$ cat src/hw/iex_pkg.sv
// Shared constants and types for the immediate and trap instruction executor
package iex_pkg;
  // APB register byte offsets
  localparam logic [7:0] REG_CTRL_OFS = 8'h00;
  localparam logic [7:0] REG_STATE_OFS = 8'h04;
  localparam logic [7:0] REG_PC_OFS = 8'h08;
  localparam logic [7:0] REG_WS_OFS = 8'h0C;
  localparam logic [7:0] REG_STW_OFS = 8'h10;
  // Control and state field positions
  localparam int CTRL_RUN_BIT = 0;
  localparam int STATE_BUSY_BIT = 0;
  localparam int STATE_ILLEGAL_BIT = 1;
  // Reset values of the processor registers
  localparam logic [15:0] PC_RST = 16'h0000;
  localparam logic [15:0] WS_RST = 16'h0000;
  localparam logic [15:0] STW_RST = 16'h0000;
  // Status word bit positions; documented bit n sits at index 15-n
  localparam int SW_LGT_BIT = 15;
  localparam int SW_AGT_BIT = 14;
  localparam int SW_EQ_BIT = 13;
  localparam int SW_CARRY_BIT = 12;
  localparam int SW_OVF_BIT = 11;
  localparam int SW_TRAP_BIT = 9;
  localparam int SW_MASK_LO = 0;
  localparam int SW_MASK_HI = 3;
  // Top eleven opcode bits of the immediate, internal register and return group; top six bits for the trap
  localparam logic [10:0] OPC_LDI = 11'h010;
  localparam logic [10:0] OPC_ADI = 11'h011;
  localparam logic [10:0] OPC_ANDV = 11'h012;
  localparam logic [10:0] OPC_ORV = 11'h013;
  localparam logic [10:0] OPC_CPI = 11'h014;
  localparam logic [10:0] OPC_SWB = 11'h015;
  localparam logic [10:0] OPC_SSW = 11'h016;
  localparam logic [10:0] OPC_LWB = 11'h017;
  localparam logic [10:0] OPC_LMK = 11'h018;
  localparam logic [10:0] OPC_RET = 11'h01C;
  localparam logic [5:0] OPC_TRAP = 6'h0B;
  // Trap vector table base and workspace register numbers used
  localparam logic [15:0] TRAP_VEC_BASE = 16'h0040;
  localparam logic [15:0] TRAP_VEC_PC_OFS = 16'h0002;
  localparam logic [3:0] R_EA = 4'hB;
  localparam logic [3:0] R_OLD_WS = 4'hD;
  localparam logic [3:0] R_OLD_PC = 4'hE;
  localparam logic [3:0] R_OLD_SW = 4'hF;
  // Source addressing modes
  localparam logic [1:0] MODE_REG = 2'h0;
  localparam logic [1:0] MODE_IND = 2'h1;
  localparam logic [1:0] MODE_SYM = 2'h2;
  localparam logic [1:0] MODE_INC = 2'h3;
  // Immediate arithmetic operations
  typedef enum logic [2:0] {ALU_LOAD, ALU_ADD, ALU_AND, ALU_OR, ALU_CMP} iex_alu_op_t;
endpackage : iex_pkg

$ cat src/hw/iex_core.sv
// Executor for immediate, internal register and software trap instructions
//
// The implementer's own choices: the register addresses and the APB register port.
`timescale 1ns/100ps
module iex_core #(
  parameter int ADDR_W = 8
) (
  input wire logic CLOCK_IN,
  input wire logic RST_IN,
  input wire logic PSEL_IN,
  input wire logic PENABLE_IN,
  input wire logic PWRITE_IN,
  input wire logic [ADDR_W-1:0] PADDR_IN,
  input wire logic [31:0] PWDATA_IN,
  output logic [31:0] PRDATA_OUT,
  output logic PREADY_OUT,
  output logic PSLVERR_OUT,
  output logic MEM_REQ_OUT,
  output logic MEM_WE_OUT,
  output logic [15:0] MEM_ADDR_OUT,
  output logic [15:0] MEM_WDATA_OUT,
  input wire logic [15:0] MEM_RDATA_IN,
  input wire logic MEM_ACK_IN,
  input wire logic INTERRUPT_REQUEST_IN,
  output logic IRQ_ACCEPT_OUT
);
  typedef enum logic [3:0] {
    S_IDLE, S_FETCH, S_DECODE, S_IMM, S_REG_RD, S_EXEC, S_REG_WR, S_SRC_RD,
    S_SRC_INC, S_SRC_SYM, S_SRC_IDX, S_VEC_WS, S_VEC_PC, S_SAVE, S_RET, S_DONE
  } iex_state_t;

  iex_state_t state_ff;
  logic [15:0] program_counter_ff, ws_base_ff, status_word_ff;
  logic [15:0] instr_ff, immediate_word_ff, opnd_ff, ea_ff, wr_data_ff;
  logic [15:0] old_ws_ff, old_pc_ff, old_sw_ff;
  logic [1:0] cnt_ff;
  logic run_ff, illegal_ff, trap_done_ff;
  logic pready_ff, pslverr_ff, irq_accept_ff;
  logic [31:0] prdata_ff;
  logic irq_meta_ff, irq_sync_ff;
  logic mem_req_ff, mem_we_ff;
  logic [15:0] mem_addr_ff, mem_wdata_ff;
  logic nxt_req, nxt_we;
  logic [15:0] nxt_addr, nxt_wdata;
  logic [10:0] opc;
  logic [3:0] reg_field, trap_num, source_register_field, save_reg;
  logic [1:0] source_mode_field;
  logic mem_done, apb_fire, apb_wr, reg_hit;
  logic [7:0] apb_ofs;
  iex_pkg::iex_alu_op_t alu_op;
  logic [15:0] alu_res;
  logic f_lgt, f_agt, f_eq, f_c, f_ov;

  // Instruction fields; documented bit 0 is the msb
  assign opc = instr_ff[15:5];
  assign reg_field = instr_ff[3:0];
  assign trap_num = instr_ff[9:6];
  assign source_mode_field = instr_ff[5:4];
  assign source_register_field = instr_ff[3:0];
  assign mem_done = mem_req_ff && MEM_ACK_IN;
  assign apb_fire = PSEL_IN && PENABLE_IN && pready_ff;
  assign apb_wr = apb_fire && PWRITE_IN;
  assign apb_ofs = 8'(PADDR_IN);
  assign reg_hit = (apb_ofs == iex_pkg::REG_CTRL_OFS) || (apb_ofs == iex_pkg::REG_STATE_OFS) ||
                   (apb_ofs == iex_pkg::REG_PC_OFS) || (apb_ofs == iex_pkg::REG_WS_OFS) ||
                   (apb_ofs == iex_pkg::REG_STW_OFS);

  // Operation select from the opcode
  always_comb begin
    unique case (opc)
      iex_pkg::OPC_ADI: alu_op = iex_pkg::ALU_ADD;
      iex_pkg::OPC_ANDV: alu_op = iex_pkg::ALU_AND;
      iex_pkg::OPC_ORV: alu_op = iex_pkg::ALU_OR;
      iex_pkg::OPC_CPI: alu_op = iex_pkg::ALU_CMP;
      default: alu_op = iex_pkg::ALU_LOAD;
    endcase
  end

  iex_imm_alu u_alu (
    .op_in(alu_op),
    .reg_in(opnd_ff),
    .imm_in(immediate_word_ff),
    .result_out(alu_res),
    .lgt_out(f_lgt),
    .agt_out(f_agt),
    .eq_out(f_eq),
    .carry_out(f_c),
    .ovf_out(f_ov)
  );

  // Register number written during the trap save sequence
  always_comb begin
    unique case (cnt_ff)
      2'd0: save_reg = iex_pkg::R_EA;
      2'd1: save_reg = iex_pkg::R_OLD_WS;
      2'd2: save_reg = iex_pkg::R_OLD_PC;
      default: save_reg = iex_pkg::R_OLD_SW;
    endcase
  end

  // Memory request built from the current state
  always_comb begin
    nxt_req = 1'b1;
    nxt_we = 1'b0;
    nxt_wdata = wr_data_ff;
    nxt_addr = program_counter_ff;
    unique case (state_ff)
      S_FETCH, S_IMM, S_SRC_SYM: nxt_addr = program_counter_ff;
      S_REG_RD: nxt_addr = ws_base_ff + {11'h000, reg_field, 1'b0};
      S_REG_WR: begin
        nxt_we = 1'b1;
        nxt_addr = ws_base_ff + {11'h000, reg_field, 1'b0};
      end
      S_SRC_RD, S_SRC_IDX: nxt_addr = ws_base_ff + {11'h000, source_register_field, 1'b0};
      S_SRC_INC: begin
        nxt_we = 1'b1;
        nxt_addr = ws_base_ff + {11'h000, source_register_field, 1'b0};
      end
      S_VEC_WS: nxt_addr = iex_pkg::TRAP_VEC_BASE + {10'h000, trap_num, 2'b00};
      S_VEC_PC: nxt_addr = iex_pkg::TRAP_VEC_BASE + iex_pkg::TRAP_VEC_PC_OFS + {10'h000, trap_num, 2'b00};
      S_SAVE: begin
        nxt_we = 1'b1;
        nxt_addr = ws_base_ff + {11'h000, save_reg, 1'b0};
        unique case (cnt_ff)
          2'd0: nxt_wdata = ea_ff;
          2'd1: nxt_wdata = old_ws_ff;
          2'd2: nxt_wdata = old_pc_ff;
          default: nxt_wdata = old_sw_ff;
        endcase
      end
      S_RET: nxt_addr = ws_base_ff + {11'h000, iex_pkg::R_OLD_SW - {2'b00, cnt_ff}, 1'b0};
      default: nxt_req = 1'b0;
    endcase
  end

  // Memory port: request held until acknowledged, then dropped one cycle
  always_ff @(posedge CLOCK_IN) begin
    if (RST_IN) begin
      mem_req_ff <= 1'b0;
      mem_we_ff <= 1'b0;
      mem_addr_ff <= 16'h0000;
      mem_wdata_ff <= 16'h0000;
    end else if (!mem_req_ff) begin
      mem_req_ff <= nxt_req;
      mem_we_ff <= nxt_we;
      mem_addr_ff <= nxt_addr;
      mem_wdata_ff <= nxt_wdata;
    end else if (MEM_ACK_IN) begin
      mem_req_ff <= 1'b0;
      mem_we_ff <= 1'b0;
    end
  end

  // Instruction sequencer and processor registers
  always_ff @(posedge CLOCK_IN) begin
    if (RST_IN) begin
      state_ff <= S_IDLE;
      program_counter_ff <= iex_pkg::PC_RST;
      ws_base_ff <= iex_pkg::WS_RST;
      status_word_ff <= iex_pkg::STW_RST;
      instr_ff <= 16'h0000;
      immediate_word_ff <= 16'h0000;
      opnd_ff <= 16'h0000;
      ea_ff <= 16'h0000;
      wr_data_ff <= 16'h0000;
      old_ws_ff <= 16'h0000;
      old_pc_ff <= 16'h0000;
      old_sw_ff <= 16'h0000;
      cnt_ff <= 2'd0;
      run_ff <= 1'b0;
      illegal_ff <= 1'b0;
      trap_done_ff <= 1'b0;
    end else begin
      unique case (state_ff)
        S_IDLE: begin
          if (apb_wr && apb_ofs == iex_pkg::REG_PC_OFS) program_counter_ff <= PWDATA_IN[15:0];
          if (apb_wr && apb_ofs == iex_pkg::REG_WS_OFS) ws_base_ff <= PWDATA_IN[15:0];
          if (apb_wr && apb_ofs == iex_pkg::REG_STW_OFS) status_word_ff <= PWDATA_IN[15:0];
          if (apb_wr && apb_ofs == iex_pkg::REG_CTRL_OFS && PWDATA_IN[iex_pkg::CTRL_RUN_BIT]) begin
            run_ff <= 1'b1;
            illegal_ff <= 1'b0;
            state_ff <= S_FETCH;
          end
        end
        S_FETCH: if (mem_done) begin
          instr_ff <= MEM_RDATA_IN;
          program_counter_ff <= program_counter_ff + 16'h0002;
          state_ff <= S_DECODE;
        end
        S_DECODE: begin
          trap_done_ff <= 1'b0;
          cnt_ff <= 2'd0;
          if (instr_ff[15:10] == iex_pkg::OPC_TRAP) begin
            unique case (source_mode_field)
              iex_pkg::MODE_REG: begin
                ea_ff <= ws_base_ff + {11'h000, source_register_field, 1'b0};
                state_ff <= S_VEC_WS;
              end
              iex_pkg::MODE_SYM: state_ff <= S_SRC_SYM;
              default: state_ff <= S_SRC_RD;
            endcase
          end else begin
            unique case (opc)
              iex_pkg::OPC_LDI, iex_pkg::OPC_ADI, iex_pkg::OPC_ANDV, iex_pkg::OPC_ORV, iex_pkg::OPC_CPI,
              iex_pkg::OPC_LWB, iex_pkg::OPC_LMK: state_ff <= S_IMM;
              iex_pkg::OPC_SSW: begin
                wr_data_ff <= status_word_ff;
                state_ff <= S_REG_WR;
              end
              iex_pkg::OPC_SWB: begin
                wr_data_ff <= ws_base_ff;
                state_ff <= S_REG_WR;
              end
              iex_pkg::OPC_RET: state_ff <= S_RET;
              default: begin
                illegal_ff <= 1'b1;
                run_ff <= 1'b0;
                state_ff <= S_IDLE;
              end
            endcase
          end
        end
        S_IMM: if (mem_done) begin
          immediate_word_ff <= MEM_RDATA_IN;
          program_counter_ff <= program_counter_ff + 16'h0002;
          if (opc == iex_pkg::OPC_LWB) begin
            ws_base_ff <= MEM_RDATA_IN;
            state_ff <= S_DONE;
          end else if (opc == iex_pkg::OPC_LMK) begin
            status_word_ff[iex_pkg::SW_MASK_HI:iex_pkg::SW_MASK_LO] <= MEM_RDATA_IN[3:0];
            state_ff <= S_DONE;
          end else if (opc == iex_pkg::OPC_LDI) begin
            state_ff <= S_EXEC;
          end else begin
            state_ff <= S_REG_RD;
          end
        end
        S_REG_RD: if (mem_done) begin
          opnd_ff <= MEM_RDATA_IN;
          state_ff <= S_EXEC;
        end
        S_EXEC: begin
          status_word_ff[iex_pkg::SW_LGT_BIT] <= f_lgt;
          status_word_ff[iex_pkg::SW_AGT_BIT] <= f_agt;
          status_word_ff[iex_pkg::SW_EQ_BIT] <= f_eq;
          if (opc == iex_pkg::OPC_ADI) begin
            status_word_ff[iex_pkg::SW_CARRY_BIT] <= f_c;
            status_word_ff[iex_pkg::SW_OVF_BIT] <= f_ov;
          end
          wr_data_ff <= alu_res;
          state_ff <= (opc == iex_pkg::OPC_CPI) ? S_DONE : S_REG_WR;
        end
        S_REG_WR: if (mem_done) state_ff <= S_DONE;
        S_SRC_RD: if (mem_done) begin
          ea_ff <= MEM_RDATA_IN;
          wr_data_ff <= MEM_RDATA_IN + 16'h0002;
          state_ff <= (source_mode_field == iex_pkg::MODE_INC) ? S_SRC_INC : S_VEC_WS;
        end
        S_SRC_INC: if (mem_done) state_ff <= S_VEC_WS;
        S_SRC_SYM: if (mem_done) begin
          ea_ff <= MEM_RDATA_IN;
          program_counter_ff <= program_counter_ff + 16'h0002;
          state_ff <= (source_register_field == 4'h0) ? S_VEC_WS : S_SRC_IDX;
        end
        S_SRC_IDX: if (mem_done) begin
          ea_ff <= ea_ff + MEM_RDATA_IN;
          state_ff <= S_VEC_WS;
        end
        S_VEC_WS: if (mem_done) begin
          old_ws_ff <= ws_base_ff;
          old_sw_ff <= status_word_ff;
          ws_base_ff <= MEM_RDATA_IN;
          state_ff <= S_VEC_PC;
        end
        S_VEC_PC: if (mem_done) begin
          old_pc_ff <= program_counter_ff;
          program_counter_ff <= MEM_RDATA_IN;
          status_word_ff[iex_pkg::SW_TRAP_BIT] <= 1'b1;
          state_ff <= S_SAVE;
        end
        S_SAVE: if (mem_done) begin
          cnt_ff <= cnt_ff + 2'd1;
          if (cnt_ff == 2'd3) begin
            trap_done_ff <= 1'b1;
            state_ff <= S_DONE;
          end
        end
        S_RET: if (mem_done) begin
          cnt_ff <= cnt_ff + 2'd1;
          unique case (cnt_ff)
            2'd0: status_word_ff <= MEM_RDATA_IN;
            2'd1: program_counter_ff <= MEM_RDATA_IN;
            default: begin
              ws_base_ff <= MEM_RDATA_IN;
              state_ff <= S_DONE;
            end
          endcase
        end
        S_DONE: begin
          if (apb_wr && apb_ofs == iex_pkg::REG_CTRL_OFS) run_ff <= PWDATA_IN[iex_pkg::CTRL_RUN_BIT];
          state_ff <= (run_ff && !(apb_wr && apb_ofs == iex_pkg::REG_CTRL_OFS &&
                      !PWDATA_IN[iex_pkg::CTRL_RUN_BIT])) ? S_FETCH : S_IDLE;
        end
      endcase
      if (state_ff != S_IDLE && state_ff != S_DONE && apb_wr && apb_ofs == iex_pkg::REG_CTRL_OFS)
        run_ff <= PWDATA_IN[iex_pkg::CTRL_RUN_BIT];
    end
  end

  // Interrupt request pin synchroniser
  always_ff @(posedge CLOCK_IN) begin
    if (RST_IN) begin
      irq_meta_ff <= 1'b0;
      irq_sync_ff <= 1'b0;
    end else begin
      irq_meta_ff <= INTERRUPT_REQUEST_IN;
      irq_sync_ff <= irq_meta_ff;
    end
  end

  // Request sampled at instruction end, never right after a trap
  always_ff @(posedge CLOCK_IN) begin
    if (RST_IN) irq_accept_ff <= 1'b0;
    else irq_accept_ff <= (state_ff == S_DONE) && irq_sync_ff && !trap_done_ff;
  end

  // APB slave: one wait cycle, error on unmapped offsets
  always_ff @(posedge CLOCK_IN) begin
    if (RST_IN) begin
      pready_ff <= 1'b0;
      pslverr_ff <= 1'b0;
      prdata_ff <= 32'h00000000;
    end else begin
      pready_ff <= PSEL_IN && PENABLE_IN && !pready_ff;
      pslverr_ff <= PSEL_IN && PENABLE_IN && !pready_ff && !reg_hit;
      prdata_ff <= 32'h00000000;
      if (PSEL_IN && PENABLE_IN && !pready_ff && !PWRITE_IN) begin
        unique case (apb_ofs)
          iex_pkg::REG_CTRL_OFS: prdata_ff <= {31'h00000000, run_ff};
          iex_pkg::REG_STATE_OFS: prdata_ff <= {30'h00000000, illegal_ff, state_ff != S_IDLE};
          iex_pkg::REG_PC_OFS: prdata_ff <= {16'h0000, program_counter_ff};
          iex_pkg::REG_WS_OFS: prdata_ff <= {16'h0000, ws_base_ff};
          iex_pkg::REG_STW_OFS: prdata_ff <= {16'h0000, status_word_ff};
          default: prdata_ff <= 32'h00000000;
        endcase
      end
    end
  end

  // Outputs straight from flip-flops
  assign PRDATA_OUT = prdata_ff;
  assign PREADY_OUT = pready_ff;
  assign PSLVERR_OUT = pslverr_ff;
  assign MEM_REQ_OUT = mem_req_ff;
  assign MEM_WE_OUT = mem_we_ff;
  assign MEM_ADDR_OUT = mem_addr_ff;
  assign MEM_WDATA_OUT = mem_wdata_ff;
  assign IRQ_ACCEPT_OUT = irq_accept_ff;
endmodule : iex_core

$ cat src/hw/iex_imm_alu.sv
// Immediate operation arithmetic and condition flag generation
`timescale 1ns/100ps
module iex_imm_alu (
  input wire iex_pkg::iex_alu_op_t op_in,
  input wire logic [15:0] reg_in,
  input wire logic [15:0] imm_in,
  output logic [15:0] result_out,
  output logic lgt_out,
  output logic agt_out,
  output logic eq_out,
  output logic carry_out,
  output logic ovf_out
);
  logic [16:0] sum;

  // Add with carry out
  assign sum = {1'b0, reg_in} + {1'b0, imm_in};

  // Result selection per operation
  always_comb begin
    result_out = imm_in;
    unique case (op_in)
      iex_pkg::ALU_LOAD: result_out = imm_in;
      iex_pkg::ALU_ADD: result_out = sum[15:0];
      iex_pkg::ALU_AND: result_out = reg_in & imm_in;
      iex_pkg::ALU_OR: result_out = reg_in | imm_in;
      iex_pkg::ALU_CMP: result_out = reg_in;
    endcase
  end

  // Compare flags: register against immediate, or result against zero
  always_comb begin
    if (op_in == iex_pkg::ALU_CMP) begin
      lgt_out = reg_in > imm_in;
      agt_out = $signed(reg_in) > $signed(imm_in);
      eq_out = reg_in == imm_in;
    end else begin
      lgt_out = result_out != 16'h0000;
      agt_out = !result_out[15] && (result_out != 16'h0000);
      eq_out = result_out == 16'h0000;
    end
    carry_out = sum[16];
    ovf_out = (reg_in[15] == imm_in[15]) && (sum[15] != reg_in[15]);
  end
endmodule : iex_imm_alu

$ cat config.mk
export PLATFORM = sky130hd
export DESIGN_NAME = iex_core
export DESIGN_NICKNAME = d
export VERILOG_FILES = /design/src/hw/iex_pkg.sv /design/src/hw/iex_core.sv /design/src/hw/iex_imm_alu.sv
export SDC_FILE = /design/constraint.sdc
export NUM_CORES = 1
export LEC_CHECK = 0
export BUFFER_PORTS_ARGS = -buffer_cell sky130_fd_sc_hd__buf_2
export CAP_MARGIN = 10
export CORE_MARGIN = 3
export CORE_UTILIZATION = 35
export DETAILED_ROUTE_END_ITERATION = 16
export GPL_TIMING_DRIVEN = 0
export PLACE_DENSITY = 0.58
export SLEW_MARGIN = 20
export SYNTH_ARGS = -nofsm -noshare
export SYNTH_HDL_FRONTEND = slang
export SYNTH_SLANG_ARGS = --single-unit
$ cat constraint.sdc
create_clock -name CLOCK_IN -period 9.05 [get_ports CLOCK_IN]
set_clock_uncertainty 0.15 [all_clocks]
set_input_delay 0.905 -clock CLOCK_IN [delete_from_list [all_inputs] [get_ports CLOCK_IN]]
set_output_delay 0.905 -clock CLOCK_IN [all_outputs]
set_load 0.01 [all_outputs]
==> summary.md <==
| Metric | Value |
|---|---|
| Period Utilization, post-route | 0.4836 |
| Worst Path Max Fanout | 10 |
| Leakage dissipation | 6.537 nW |
| Area added between synthesis and finish | 15.12% |
| Total power after layout | ~4.1 mW |
| Unrepaired setup endpoints after global routing | false |
| Gates resized, CTS repair | 0 |
| Number of cell rows | 76 |
| Worst path arrival time | 4.76 ns |
| Die Ht | 215.7 um |
| Launch point of the critical path | cnt_ff[1] |
| Final antenna-violating net count | 0 |
| Hold Path Class | register to register |
| Async set-or-reset flop fraction in the synthesized netlist | 0 |
| Fraction of layout instances using a drive strength above 1 | 0.09261 |
| Antenna violations before repair | 1 |
| Final routed wirelength across all metal layers | between 70,000 and 80,000 um |
| Pwr per Cell Area | ~230 nW/um2 |
| Worst reg2reg path startpoint | cnt_ff[1] |
| Least-Margin Pin Slew | 1.253 ns |
| Max-slew violation count | 0 |
| Clk_lat worst skew | 0.61 ns |
| Routed length per placed instance | around 25 um |
| Violation count after the first detailed-route iteration | 2,327 |
| Horiz. Die Dim | 215.7 um |
| Detailed-router iteration count before antenna repair | 10 |
| Layout net count | between 2k and 2.5k |
| Number of buffers inserted to repair setup after CTS | 0 |
| Max-cap check violation count | 0 |
| Most common flop cell mapped by yosys | dfxtp_1 |
| Endpoint kind of the worst setup timing path | register |
| Sum of net half-perimeters after detailed placement | 54,540 um |
| Status | completed |
| Worst slew margin relative to its limit | 0.1647 |
| Maximum achievable frequency | 228.5 MHz |
| CP Capture Point | MEM_ADDR_OUT[6] |
| Die area | about 47,000 um2 |
| Residual DRC | 0 |
| Register area share after synthesis | 0.3122 |
| Boundary Pins | between 100 and 150 |
| Register-to-Register Path Depth | 13 |
| Clock period minus final worst setup slack | 4.376 ns |
| R2r endpoint | MEM_ADDR_OUT[6] |
| Number of global-route vias before repair | 16.01k |
| Global placer's final weighted congestion | 1.001 |
| CTS Buffer Depth | 3 |
| Global Route Usage Sum | 0.2956 |
| Number of synthesized flops with an enable pin | 0 |
| Launch point of the worst hold path | irq_meta_ff |
| Number of vias per cell | 5.993 |
| Area of the mapped netlist | approximately 15,000 um2 |
| Minimum setup slack among reg-to-reg paths | 4.67 ns |
| Endpoints failing hold | 0 |
| Final Setup Violations | 0 |
| Commonest non-fill, non-tap cell in the layout | nand2_1 |
| Synth top area share | 0.3122 |
| Initial Util | 0.3557 |
| Library cell with the largest summed area after synthesis | dfxtp_1 |
| Clock tree from TritonCTS | done |
| Pin count of the biggest net entering global routing | 17 |
| Post-CTS Hold Fix Bufs | 0 |
| Post-synth cell types | 88 |
| Required time reported for the critical path endpoint | 9.43 ns |
| Max H-tree Level | 1 |
| Via Count | 16.97k |
| Synth top area cells | dfxtp_1, nand2_1, a21oi_1 |
| Most frequent cells in the layout | nand2_1, nor2_1, dfxtp_1, a21oi_1, clkbuf_1 |
| Wire length of the first global-routing pass | ~100,000 um |
| Count of state elements after synthesis | between 200 and 250 |
| IO buf count | just under 100 |
| Core area | 43,270 um2 |
| Clock-pin slew on the worst setup and hold paths | ~0.060 ns |
| Type of the worst setup path | register to register |
| Sink Count | 240 |
| Root Buffer Master | clkbuf_16 |
| Mean instance size in the synthesized netlist | 7.402 um2 |
| Total negative slack for setup checks | 0 ns |
| Number of warnings reported in the yosys synthesis log | 0 |
| Clock buffer count from CTS | 30 |
| Cells after synthesis | about 2.1k |
| Total overflow reported by the global router | 0 |
| Worst supply voltage drop on vdd | ~0.17 mV |
| Kind of launch point of the worst setup path | register |
-- through the flow --
step / std cells / instance area (um2) / hold slack, ns / worst slack [ns] / util
final: 2832 / 17720 / 0.2851 / 4.674 / 0.4095
after global routing: 2831 / 17710 / 0.3218 / 4.484 / 0.4094
after CTS: 2830 / 17690 / 0.2895 / 4.814 / 0.4089
after detailed placement: 2778 / 16690 / 0.2756 / 4.813 / 0.3857
after global placement: 2776 / 16660 / 0.2658 / 4.788 / 0.3851
after floorplan: 2094 / 15450 / 0.2638 / 5.590 / -
-- area by class of cell --
class | count | area [um2]
well taps | 585 | 732.0
flip-flops and latches | 240 | 4805
multi-input cells | 1604 | 9642
clock buffers | 43 | 859.6
clock inverters | 9 | 145.1
repair buffers | 100 | 506.7
inverters | 66 | 247.7
plain buffers | 184 | 777.0
diodes | 1 | 2.502
fillers | 4541 | 25550
-- power breakdown --
group          leakage (nW)  internal, mW  total (mW)  switching (mW)
Sequential             1.94          1.19        1.39           0.206
Combinational          4.10         0.456        1.42           0.964
Clock                 0.494         0.741        1.26           0.519
Total                  6.54          2.38        4.07            1.69
-- per-layer routing --
metal	track usage	wire [um]
met4	0.1302	3661
met1	0.4180	30500
met3	0.05970	7970
met2	0.4341	29290
met5	0	0
-- critical path, stage by stage (launching register included) --
cell and delay, ns:
dfxtp_1 0.36, inv_1 0.11, ha_1 0.14, clkbuf_1 0.57, clkbuf_1 0.60, a21oi_1 0.19
ha_1 0.32, a21o_1 0.18, a21oi_1 0.21, nor2b_1 0.50, nand2_1 0.12, a41o_1 0.26
a221o_1 0.43, a21oi_1 0.18
-- worst min path at each step --
| stage | endpoint | slack [ns] | cells after the start |
|---|---|---|---|
| CTS | irq_sync_ff | 0.29 | 1 |
| detailed placement | irq_sync_ff | 0.28 | 1 |
| finish | irq_sync_ff | 0.29 | 1 |
| floorplan | irq_sync_ff | 0.26 | 1 |
| global placement | irq_sync_ff | 0.27 | 1 |
| global route | irq_sync_ff | 0.32 | 1 |
-- kinds of logic after synthesis --
family          count (synthesis)  synth area share
xor+xnor                       58           0.03301
flops                         240            0.3122
simple gates                  801            0.2307
mux                            38           0.02496
other cells                     1         0.0002437
compound gates                609            0.2640
fa+ha+maj                      82           0.06846
buf+inv                       250           0.06650
-- synth_stat cells (5+ instances only) --
cell type and number:
nor3b_1 6, a221oi_1 37, nor3_1 56, nand4_1 11, nand2_1 312, nor2b_1 15
nor2_1 270, nor4_1 10, clkbuf_1 146, inv_1 65, xnor2_1 34, and3_1 17
o21bai_1 9, o31ai_1 8, ha_1 77, nand2b_1 24, o221ai_1 7, a211oi_1 39
a311oi_1 18, buf_1 9, a31oi_1 17, a22oi_1 31, o32ai_1 5, mux2i_1 35
or2_2 6, a21oi_1 232, nand3_1 33, dfxtp_1 240, a222oi_1 30, buf_4 17
a221o_1 18, o21ai_0 62, a2111oi_0 5, o211ai_1 10, o21ai_1 5, o22ai_1 23
or3_1 7, and2_1 9, xor2_1 24, a21o_1 13, buf_2 11
Power figures use the tool's default switching activity.
